[config.mk]
export PLATFORM = sky130hd
export DESIGN_NAME = dci_device_flat
export DESIGN_NICKNAME = d
export VERILOG_FILES = /design/src/dci_pkg.sv /design/src/dci_link_if.sv /design/src/dci_sync.sv /design/src/dci_device.sv /design/src/flat_wrapper.sv
export VERILOG_INCLUDE_DIRS = /design/src /design/src/src
export SDC_FILE = /design/constraint.sdc
export NUM_CORES = 1
export LEC_CHECK = 0
export ABC_AREA = 1
export BUFFER_PORTS_ARGS = -buffer_cell sky130_fd_sc_hd__buf_2
export CAP_MARGIN = 30
export CORE_MARGIN = 5
export CORE_UTILIZATION = 53
export CTS_CLUSTER_SIZE = 16
export DETAILED_ROUTE_END_ITERATION = 6
export PLACE_DENSITY = 0.81
export SLEW_MARGIN = 5
export SYNTH_ARGS = -nofsm -noshare
export SYNTH_HDL_FRONTEND = slang
export SYNTH_SLANG_ARGS = --single-unit
[constraint.sdc]
create_clock -name sys_clk -period 2.7 [get_ports sys_clk]
set_input_delay 0.27 -clock sys_clk [delete_from_list [all_inputs] [get_ports sys_clk]]
set_output_delay 0.27 -clock sys_clk [all_outputs]
set_load 0.02 [all_outputs]
[src/dci_map.svh]
// offsets, field positions, reset values and timing counts of the clock and idle control
`ifndef DCI_MAP_SVH
`define DCI_MAP_SVH

`define DCI_CLK_MHZ          200
// clock-mode register fields
`define DCI_CM_PLL_BIT       15
`define DCI_CM_DIV4_BIT      8
`define DCI_CM_SCALE_MSB     5
`define DCI_CM_SCALE_LSB     4
`define DCI_CM_MULT_MSB      3
`define DCI_CM_MULT_LSB      0
`define DCI_CM_RESET         16'h0000
// least reference frequencies for lock, in MHz, per scale step
`define DCI_REF_MIN_INT_MHZ  5
`define DCI_REF_MIN_HALF_MHZ 10
`define DCI_REF_MIN_QTR_MHZ  20
// longest reference period, in system cycles, that still locks
`define DCI_PER_MAX_INT      (`DCI_CLK_MHZ / `DCI_REF_MIN_INT_MHZ)
`define DCI_PER_MAX_HALF     (`DCI_CLK_MHZ / `DCI_REF_MIN_HALF_MHZ)
`define DCI_PER_MAX_QTR      (`DCI_CLK_MHZ / `DCI_REF_MIN_QTR_MHZ)
// wake pulse on external interrupt zero
`define DCI_INT0_PULSE_NS    20
`define DCI_INT0_PULSE_CYC   ((`DCI_INT0_PULSE_NS * `DCI_CLK_MHZ + 999) / 1000)
// host register map
`define DCI_REG_INIT         4'h0
`define DCI_REG_CTRL         4'h1
`define DCI_REG_STAT         4'h2
`define DCI_CTRL_HOLD_BIT    0
`define DCI_CTRL_WAKE_BIT    1
`define DCI_CTRL_PUSH_BIT    2
`define DCI_CTRL_RESET       3'h1
`define DCI_STAT_LOCK_BIT    3
`endif

[src/dci_pkg.sv]
// types shared by both ends of the clock and idle control
package dci_pkg;
    typedef enum logic [2:0] {
        DCI_RUN,
        DCI_IDLE_STATE_ONE,
        DCI_IDLE_STATE_TWO,
        DCI_IDLE_STATE_THREE,
        DCI_HELD
    } dci_power_type;

    typedef enum logic [1:0] {
        DCI_SCALE_INT,
        DCI_SCALE_HALF,
        DCI_SCALE_QTR,
        DCI_SCALE_RSVD
    } dci_scale_type;
endpackage : dci_pkg

[src/dci_link_if.sv]
// link between the host microcontroller end and the signal-processor end
`timescale 1ns/1ps
interface dci_link_if;
    import dci_pkg::*;
    logic                hold_reset;
    logic [15:0]         init_mode;
    logic                int0_pulse;
    logic                cfg_wr;
    logic [15:0]         cfg_mode;
    dci_power_type       power_state;
    logic                pll_locked;
    logic                clock_out;

    modport host_mp (
        output hold_reset, init_mode, int0_pulse, cfg_wr, cfg_mode,
        input  power_state, pll_locked, clock_out
    );
    modport dev_mp (
        input  hold_reset, init_mode, int0_pulse, cfg_wr, cfg_mode,
        output power_state, pll_locked, clock_out
    );
endinterface : dci_link_if

[src/dci_sync.sv]
// two-stage synchroniser for a single pin
`timescale 1ns/1ps
module dci_sync (
    // clock and reset
    input  wire logic sys_clk,
    input  wire logic arst_n,
    // pin and result
    input  wire logic pin_in,
    output logic      level_out
);
    logic meta_reg;

    always_ff @(posedge sys_clk or negedge arst_n) begin
        if (!arst_n) begin
            meta_reg  <= 1'b0;
            level_out <= 1'b0;
        end else begin
            meta_reg  <= pin_in;
            level_out <= meta_reg;
        end
    end
endmodule : dci_sync

[src/dci_device.sv]
// signal-processor end: clock-mode register, clock generator and idle states
//
// The register offsets and the strobed register port are this design's own decisions.
`timescale 1ns/1ps
`include "dci_map.svh"

// Overview of operation
// - divider mode or multiplying mode, per register
// - multiply reference by n, n/2, n/4
// - software keeps reference fast enough to lock
// - divider mode has no reference limit
// - output follows clock-mode register, rewrites included
// - host sets initial mode, core may change
// - software avoids exceeding maximum subsystem frequency
// - three idle instructions enter three idle states
// - first idle: core stops, peripherals, clock run
// - first idle woken by peripheral interrupts
// - second idle: core, peripherals stop, PLL runs
// - second idle ends on reset or interrupt zero
// - third idle also stops the PLL
// - third idle allows external clock-mode change
// - third idle ends on reset or interrupt zero
// - chip reset holds subsystem in reset
// - clock output toggles whenever PLL active
module dci_device
    import dci_pkg::*;
#(
    parameter logic [15:0] REF_STEP = 16'h0100
) (
    // clock and reset
    input  wire logic        sys_clk,
    input  wire logic        arst_n,
    // link to host
    dci_link_if.dev_mp       link,
    // reference pin
    input  wire logic        reference_clock_in,
    // core side
    input  wire logic        idle_req,
    input  wire logic [1:0]  idle_code,
    input  wire logic        periph_irq,
    input  wire logic        core_mode_wr,
    input  wire logic [15:0] core_mode_data,
    // clock enables and status
    output logic             core_clk_en,
    output logic             periph_clk_en,
    output logic             pll_run,
    output logic             subsystem_clock_out,
    output logic [15:0]      clock_mode_register
);
    dci_power_type power_reg;
    dci_power_type power_next;
    logic          ref_sync;
    logic          ref_prev_reg;
    logic          ref_rise;
    logic [7:0]    period_cnt_reg;
    logic [7:0]    period_reg;
    logic [15:0]   phase_reg;
    logic [15:0]   phase_step;
    logic [19:0]   step_wide;
    logic [1:0]    div_cnt_reg;
    logic          locked_next;
    logic [7:0]    per_limit;
    dci_scale_type scale;

    dci_sync u_ref_sync (
        .sys_clk   (sys_clk),
        .arst_n    (arst_n),
        .pin_in    (reference_clock_in),
        .level_out (ref_sync)
    );

    assign ref_rise = ref_sync & ~ref_prev_reg;
    assign scale    = dci_scale_type'(clock_mode_register[`DCI_CM_SCALE_MSB:`DCI_CM_SCALE_LSB]);

    // power state sequencing
    always_comb begin
        power_next = power_reg;
        if (link.hold_reset) begin
            power_next = DCI_HELD;
        end else begin
            unique case (power_reg)
                DCI_HELD: power_next = DCI_RUN;
                DCI_RUN: begin
                    if (idle_req) begin
                        unique case (idle_code)
                            2'h1:    power_next = DCI_IDLE_STATE_ONE;
                            2'h2:    power_next = DCI_IDLE_STATE_TWO;
                            2'h3:    power_next = DCI_IDLE_STATE_THREE;
                            default: power_next = DCI_RUN;
                        endcase
                    end
                end
                DCI_IDLE_STATE_ONE: begin
                    if (periph_irq || link.int0_pulse) begin
                        power_next = DCI_RUN;
                    end
                end
                DCI_IDLE_STATE_TWO: begin
                    if (link.int0_pulse) begin
                        power_next = DCI_RUN;
                    end
                end
                DCI_IDLE_STATE_THREE: begin
                    if (link.int0_pulse) begin
                        power_next = DCI_RUN;
                    end
                end
                default: power_next = DCI_HELD;
            endcase
        end
    end

    always_ff @(posedge sys_clk or negedge arst_n) begin
        if (!arst_n) begin
            power_reg <= DCI_HELD;
        end else begin
            power_reg <= power_next;
        end
    end

    // clock enables follow the next state so they change with it
    always_ff @(posedge sys_clk or negedge arst_n) begin
        if (!arst_n) begin
            core_clk_en   <= 1'b0;
            periph_clk_en <= 1'b0;
            pll_run       <= 1'b0;
        end else begin
            core_clk_en   <= (power_next == DCI_RUN);
            periph_clk_en <= (power_next == DCI_RUN) ||
                             (power_next == DCI_IDLE_STATE_ONE);
            pll_run       <= (power_next != DCI_IDLE_STATE_THREE) &&
                             (power_next != DCI_HELD);
        end
    end

    // clock-mode register: host seed on release, core writes when running,
    // host pushes only while the PLL is parked in the third idle state
    always_ff @(posedge sys_clk or negedge arst_n) begin
        if (!arst_n) begin
            clock_mode_register <= `DCI_CM_RESET;
        end else if (power_reg == DCI_HELD) begin
            clock_mode_register <= link.init_mode;
        end else if (power_reg == DCI_IDLE_STATE_THREE && link.cfg_wr) begin
            clock_mode_register <= link.cfg_mode;
        end else if (power_reg == DCI_RUN && core_mode_wr) begin
            clock_mode_register <= core_mode_data;
        end
    end

    // reference period measurement for lock qualification
    always_ff @(posedge sys_clk or negedge arst_n) begin
        if (!arst_n) begin
            ref_prev_reg   <= 1'b0;
            period_cnt_reg <= 8'h00;
            period_reg     <= 8'h00;
        end else begin
            ref_prev_reg <= ref_sync;
            if (ref_rise) begin
                period_reg     <= period_cnt_reg;
                period_cnt_reg <= 8'h01;
            end else if (period_cnt_reg != 8'hFF) begin
                period_cnt_reg <= period_cnt_reg + 8'h01;
            end
            // a stalled reference must drop lock, not keep the old period
            if (period_cnt_reg == 8'hFF) begin
                period_reg <= 8'h00;
            end
        end
    end

    always_comb begin
        unique case (scale)
            DCI_SCALE_INT:  per_limit = 8'(`DCI_PER_MAX_INT);
            DCI_SCALE_HALF: per_limit = 8'(`DCI_PER_MAX_HALF);
            default:        per_limit = 8'(`DCI_PER_MAX_QTR);
        endcase
        locked_next = pll_run && (period_reg != 8'h00) && (period_reg <= per_limit);
    end

    // multiplying mode: step in quarter units of the reference, n*4, n*2 or n
    always_comb begin
        unique case (scale)
            DCI_SCALE_INT:  step_wide = {4'h0, REF_STEP} * {16'h0000,
                                clock_mode_register[`DCI_CM_MULT_MSB:`DCI_CM_MULT_LSB]};
            DCI_SCALE_HALF: step_wide = ({4'h0, REF_STEP} * {16'h0000,
                                clock_mode_register[`DCI_CM_MULT_MSB:`DCI_CM_MULT_LSB]}) >> 1;
            default:        step_wide = ({4'h0, REF_STEP} * {16'h0000,
                                clock_mode_register[`DCI_CM_MULT_MSB:`DCI_CM_MULT_LSB]}) >> 2;
        endcase
        phase_step = step_wide[15:0];
    end

    // clock generator; the output runs whenever the PLL is up, whatever
    // the core's own clock-output setting says
    always_ff @(posedge sys_clk or negedge arst_n) begin
        if (!arst_n) begin
            phase_reg           <= 16'h0000;
            div_cnt_reg         <= 2'h0;
            subsystem_clock_out <= 1'b0;
        end else if (!pll_run) begin
            phase_reg           <= 16'h0000;
            div_cnt_reg         <= 2'h0;
            subsystem_clock_out <= 1'b0;
        end else if (clock_mode_register[`DCI_CM_PLL_BIT]) begin
            phase_reg           <= phase_reg + phase_step;
            subsystem_clock_out <= phase_reg[15];
        end else if (ref_rise) begin
            // divider mode counts reference edges, so any rate works
            div_cnt_reg <= div_cnt_reg + 2'h1;
            if (!clock_mode_register[`DCI_CM_DIV4_BIT] || div_cnt_reg[0]) begin
                subsystem_clock_out <= ~subsystem_clock_out;
            end
        end
    end

    // link status back to host
    always_ff @(posedge sys_clk or negedge arst_n) begin
        if (!arst_n) begin
            link.power_state <= DCI_HELD;
            link.pll_locked  <= 1'b0;
            link.clock_out   <= 1'b0;
        end else begin
            link.power_state <= power_reg;
            // divider mode needs no lock; multiplying mode checks the limit
            link.pll_locked  <= clock_mode_register[`DCI_CM_PLL_BIT] ?
                                locked_next : pll_run;
            link.clock_out   <= subsystem_clock_out;
        end
    end
endmodule : dci_device

[src/flat_wrapper.sv]
// flat-port wrapper written by rule: the top's interface ports become plain ports
module dci_device_flat import dci_pkg::*;
#(
    parameter logic [15:0] REF_STEP = 16'h0100
)
  (sys_clk, arst_n, reference_clock_in, idle_req, idle_code, periph_irq, core_mode_wr, core_mode_data, core_clk_en, periph_clk_en, pll_run, subsystem_clock_out, clock_mode_register, link_hold_reset, link_init_mode, link_int0_pulse, link_cfg_wr, link_cfg_mode, link_power_state, link_pll_locked, link_clock_out);
  dci_link_if link_i ();
  input  wire logic sys_clk;
  input  wire logic arst_n;
  input  wire logic reference_clock_in;
  input  wire logic idle_req;
  input  wire logic [1:0] idle_code;
  input  wire logic periph_irq;
  input  wire logic core_mode_wr;
  input  wire logic [15:0] core_mode_data;
  output logic core_clk_en;
  output logic periph_clk_en;
  output logic pll_run;
  output logic subsystem_clock_out;
  output logic [15:0] clock_mode_register;
  input wire logic [$bits(link_i.hold_reset)-1:0] link_hold_reset;
  input wire logic [$bits(link_i.init_mode)-1:0] link_init_mode;
  input wire logic [$bits(link_i.int0_pulse)-1:0] link_int0_pulse;
  input wire logic [$bits(link_i.cfg_wr)-1:0] link_cfg_wr;
  input wire logic [$bits(link_i.cfg_mode)-1:0] link_cfg_mode;
  output wire logic [$bits(link_i.power_state)-1:0] link_power_state;
  output wire logic [$bits(link_i.pll_locked)-1:0] link_pll_locked;
  output wire logic [$bits(link_i.clock_out)-1:0] link_clock_out;
  assign link_i.hold_reset = link_hold_reset;
  assign link_i.init_mode = link_init_mode;
  assign link_i.int0_pulse = link_int0_pulse;
  assign link_i.cfg_wr = link_cfg_wr;
  assign link_i.cfg_mode = link_cfg_mode;
  assign link_power_state = link_i.power_state;
  assign link_pll_locked = link_i.pll_locked;
  assign link_clock_out = link_i.clock_out;
  dci_device #(.REF_STEP(REF_STEP)) u_core (.sys_clk(sys_clk), .arst_n(arst_n), .link(link_i), .reference_clock_in(reference_clock_in), .idle_req(idle_req), .idle_code(idle_code), .periph_irq(periph_irq), .core_mode_wr(core_mode_wr), .core_mode_data(core_mode_data), .core_clk_en(core_clk_en), .periph_clk_en(periph_clk_en), .pll_run(pll_run), .subsystem_clock_out(subsystem_clock_out), .clock_mode_register(clock_mode_register));
endmodule
==> flow_results.xml <==
<?xml version="1.0" encoding="UTF-8"?>
<metrics>
  <group name="logic_synthesis">
    <metric name="synth-warning-count" unit="">0</metric>
    <metric name="synth.avg_cell_area" unit="um2">7.64</metric>
    <metric name="ys_ff_latch" unit="">58</metric>
    <metric name="synth.yosys.seq_area_share" unit="%">45.4</metric>
    <metric name="ys_types" unit="">37</metric>
    <metric name="syn_inst" unit="">419</metric>
    <metric name="synth_area" unit="mm2">0.00320</metric>
    <metric name="synth.net_count" unit="">491</metric>
    <metric name="synth_area_in_compound_gates" unit="%">12.7</metric>
    <metric name="synthSimpleGateAreaFrac" unit="%">28.2</metric>
    <metric name="synthXorXnorAreaFrac" unit="%">0.547</metric>
    <metric name="yosys.area_share.adder" unit="%">5.31</metric>
    <metric name="dominant_combinational_cell_family_by_area_after_synthesis" unit="">simple AND/OR/NAND/NOR gates</metric>
    <metric name="synth.mux.area_fraction" unit="%">0</metric>
  </group>
  <group name="routing">
    <metric name="drt_first_pass_iters" unit="">4</metric>
    <metric name="drt-wirelength-per-cell" unit="um">12.4</metric>
    <metric name="antenna_left" unit="">0</metric>
    <metric name="remaining_drc_errors" unit="">0</metric>
    <metric name="drt_via_density" unit="">5.09</metric>
    <metric name="finalWirelength" unit="mm">7.28</metric>
    <metric name="vias" unit="">2995</metric>
    <metric name="drt_initial_violations" unit="">89</metric>
  </group>
  <group name="cts">
    <metric name="clk_root_buffer_cell" unit="">clkbuf_8</metric>
    <metric name="tritoncts.num_buffers" unit="">9</metric>
    <metric name="post_cts_setup_driven_buffer_insertion_count" unit="">0</metric>
    <metric name="worst_skew_pair.late_latency" unit="ns">0.34</metric>
    <metric name="cts_repair_resize_count" unit="">0</metric>
    <metric name="cts_max_path_buffers" unit="">2</metric>
    <metric name="post_cts_hold_fix_bufs" unit="">1</metric>
    <metric name="clock_sink_count" unit="">58</metric>
    <metric name="clock_tree_from_tritoncts" unit="">built</metric>
    <metric name="h-tree-depth" unit="">3</metric>
    <metric name="clk_pin_slew" unit="ns">0.06</metric>
  </group>
  <group name="sta">
    <metric name="worst_slew_pin_slew" unit="ns">0.620</metric>
    <metric name="fin_crit_sh" unit="%">81.7</metric>
    <metric name="timing.final.max_slew_violations" unit="">0</metric>
    <metric name="finalSetupTns" unit="ns">0</metric>
    <metric name="setup_slack" unit="ns">0.494</metric>
    <metric name="timing.max_slew.rel_slack" unit="%">58.7</metric>
    <metric name="finalHoldViolations" unit="">0</metric>
    <metric name="finalSetupViolCount" unit="">0</metric>
    <metric name="max_freq" unit="MHz">453</metric>
    <metric name="worst_clock_skew" unit="ns">0.00655</metric>
    <metric name="final.min_clock_period" unit="ns">2.21</metric>
    <metric name="rsz0062_at_grt" unit="">false</metric>
  </group>
  <group name="global_routing">
    <metric name="grt_start_max_net_pins" unit="">31</metric>
    <metric name="number_of_antenna_violations_at_the_first_check_in_global_routing" unit="">0</metric>
    <metric name="grtUsageTotal" unit="%">21.3</metric>
    <metric name="first_global_vias" unit="">2971</metric>
    <metric name="grt_first_pass_wirelength" unit="mm">12.9</metric>
    <metric name="remaining_overflow_grt" unit="">0</metric>
  </group>
  <group name="worst_setup_path">
    <metric name="slowest_stage" unit="">dfrtp_1</metric>
    <metric name="cp.arrival" unit="ns">2.43</metric>
    <metric name="delay_of_the_slowest_critical_path_stage" unit="ns">0.43</metric>
    <metric name="critical_path.max_fanout" unit="">6</metric>
    <metric name="start_kind" unit="">register</metric>
    <metric name="end_kind" unit="">register</metric>
    <metric name="setup.worst_path.class" unit="">reg2reg</metric>
    <metric name="critical_path_required" unit="ns">2.93</metric>
    <metric name="critical_path.cell_chain" unit="">nor2_1, inv_1, o22ai_1, inv_1, fa_1, inv_1, nand3_1, nand2_1, nand2_1, nand2_1, nand3_1, nand2_1, nor2_1</metric>
    <metric name="path_common_cell" unit="">nand2_1</metric>
  </group>
  <group name="die">
    <metric name="ios" unit="">84</metric>
    <metric name="die_y" unit="um">87.7</metric>
    <metric name="design.die.area" unit="mm2">0.00770</metric>
    <metric name="floorplan.rows" unit="">28</metric>
    <metric name="core_region_area" unit="mm2">0.00589</metric>
    <metric name="die_width" unit="um">87.7</metric>
    <metric name="initial_utilization" unit="%">54.4</metric>
  </group>
  <group name="power">
    <metric name="power.density_cell_area" unit="mW/mm2">732</metric>
    <metric name="report.power.total" unit="mW">2.87</metric>
    <metric name="power.static_leakage" unit="nW">2.15</metric>
    <metric name="peakVddDrop" unit="uV">312</metric>
  </group>
  <group name="finish">
    <metric name="drive_above_1_share" unit="%">23.0</metric>
    <metric name="area_occupied_by_multi_input_gates" unit="mm2">0.00150</metric>
    <metric name="design.final.nets" unit="">580</metric>
    <metric name="seqCellArea" unit="mm2">0.00145</metric>
    <metric name="n_antenna_cell" unit="">0</metric>
    <metric name="area_growth_syn_to_layout" unit="%">22.3</metric>
    <metric name="flip_flop_count_of_the_largest_register_all_copies_and_words_added" unit="">16</metric>
    <metric name="fill_cells" unit="">511</metric>
  </group>
  <group name="outcome">
    <metric name="status" unit="">completed</metric>
  </group>
  <group name="placement">
    <metric name="port_buffers" unit="">83</metric>
    <metric name="place.detailed.hpwl" unit="mm">5.65</metric>
    <metric name="finalWeightedCongestion" unit="">0.855</metric>
    <metric name="place_ws" unit="ns">0.538</metric>
  </group>
  <group name="flow_run">
    <metric name="cap_viol_max_count" unit="">0</metric>
  </group>
  <group name="hold_path">
    <metric name="hold_path.class" unit="">in2reg</metric>
  </group>
</metrics>
power by group:
| part | switching (mW) | internal (mW) | leakage (nW) | total [mW] |
|---|---|---|---|---|
| Combinational | 0.479 | 0.300 | 1.30 | 0.779 |
| Clock | 0.330 | 0.593 | 0.119 | 0.924 |
| Sequential | 0.143 | 1.02 | 0.735 | 1.16 |
per-layer routing:
metal	wire length (um)	up-vias	track usage, %
met4	166	0	11.0
li1	-	1529	-
met1	3270	1354	27.4
met5	0	-	0
met2	3290	97	33.5
met3	555	15	4.99
cells by family (layout without fill, tap and decap cells):
kind of cell    count (synthesis)  count (layout)
fa+ha+maj                      13              13
buf+inv                        56             150
simple gates                  218             218
compound gates                 72              72
flops                          58              58
xor+xnor                        2               2
worst max-delay path: cells and delay by family, from the launching register on:
kind	cells	cell delay, ns
compound gates	1	0.20
flops	1	0.43
simple gates	8	0.75
buf+inv	3	0.31
fa+ha+maj	1	0.41
synth_stat cells:
master	number	area share, %
a211oi_1	1	0.23
a21oi_1	22	3.4
a22o_1	1	0.27
a22oi_1	1	0.23
a31oi_1	14	2.7
buf_2	5	0.78
buf_6	2	0.70
buf_8	1	0.47
clkbuf_1	1	0.12
clkinv_4	1	0.27
dfrtp_1	56	44
dfstp_2	2	1.6
fa_1	1	0.63
ha_1	12	4.7
inv_1	43	5.0
inv_2	2	0.23
inv_6	1	0.27
nand2_1	145	17
nand2_2	3	0.59
nand2_4	2	0.70
nand3_1	13	2.0
nand3_2	1	0.31
nand3b_1	1	0.23
nand4_1	2	0.39
nor2_1	43	5.0
nor2_2	1	0.20
nor2_4	2	0.70
nor3_1	2	0.31
nor3_2	1	0.31
nor4_1	1	0.20
o21ai_0	22	3.4
o21bai_1	1	0.23
o22ai_1	7	1.4
o31ai_1	3	0.70
or2_1	1	0.20
xnor2_1	1	0.27
xor2_1	1	0.27
cells in the final DEF, fill, tap and decap left out, types with 2 or more instances in the layout:
cell type  count
o31ai_1        3
nand2_4        2
a21oi_1       22
nand2_2        3
clkbuf_8      12
nand3_1       13
a31oi_1       14
o22ai_1        7
buf_2         83
nor3_1         2
inv_1         43
bufinv_16      2
buf_4          3
nor2_1        43
dfstp_2        2
nand4_1        2
ha_1          12
nand2_1      145
o21ai_0       22
inv_2          2
nor2_4         2
dfrtp_1       56
final timing paths:
check | slack, ns | end | cells past startpoint | start
max | 0.49 | u_core.phase_reg[12] | 13 | u_core.clock_mode_register[5]
min | 0.04 | u_core.u_ref_sync.meta_reg | 1 | reference_clock_in
max reg2reg | 0.49 | u_core.phase_reg[12] | 13 | u_core.clock_mode_register[5]
min reg2reg | 0.35 | u_core.u_ref_sync.level_out | 0 | u_core.u_ref_sync.meta_reg
max in group asynchronous | 1.50 | u_core.power_reg[2] | 3 | arst_n
min in group asynchronous | 0.48 | u_core.period_reg[1] | 2 | arst_n
through the flow:
stage | cells | hold slack (ns) | utilization (%) | cell area (um2)
6_report | 588 | 0.0400 | 66.5 | 3920
4_1_cts | 588 | 0.0280 | 66.5 | 3920
2_1_floorplan | 419 | -0.0256 | - | 3200
5_1_grt | 588 | 0.0291 | 66.5 | 3920
3_5_place_dp | 571 | 0.324 | 62.3 | 3670
3_3_place_gp | 571 | 0.322 | 62.3 | 3670
cell type report:
cell class,count,area share (%)
Clock buffer,12,4.22
Clock inverter,4,1.85
Inverter,47,4.76
Multi-Input combinational cell,305,38.2
Sequential cell,58,37.1
Tap cell,75,2.40
Timing Repair Buffer,87,11.4
(Power assumes the default switching activity.)
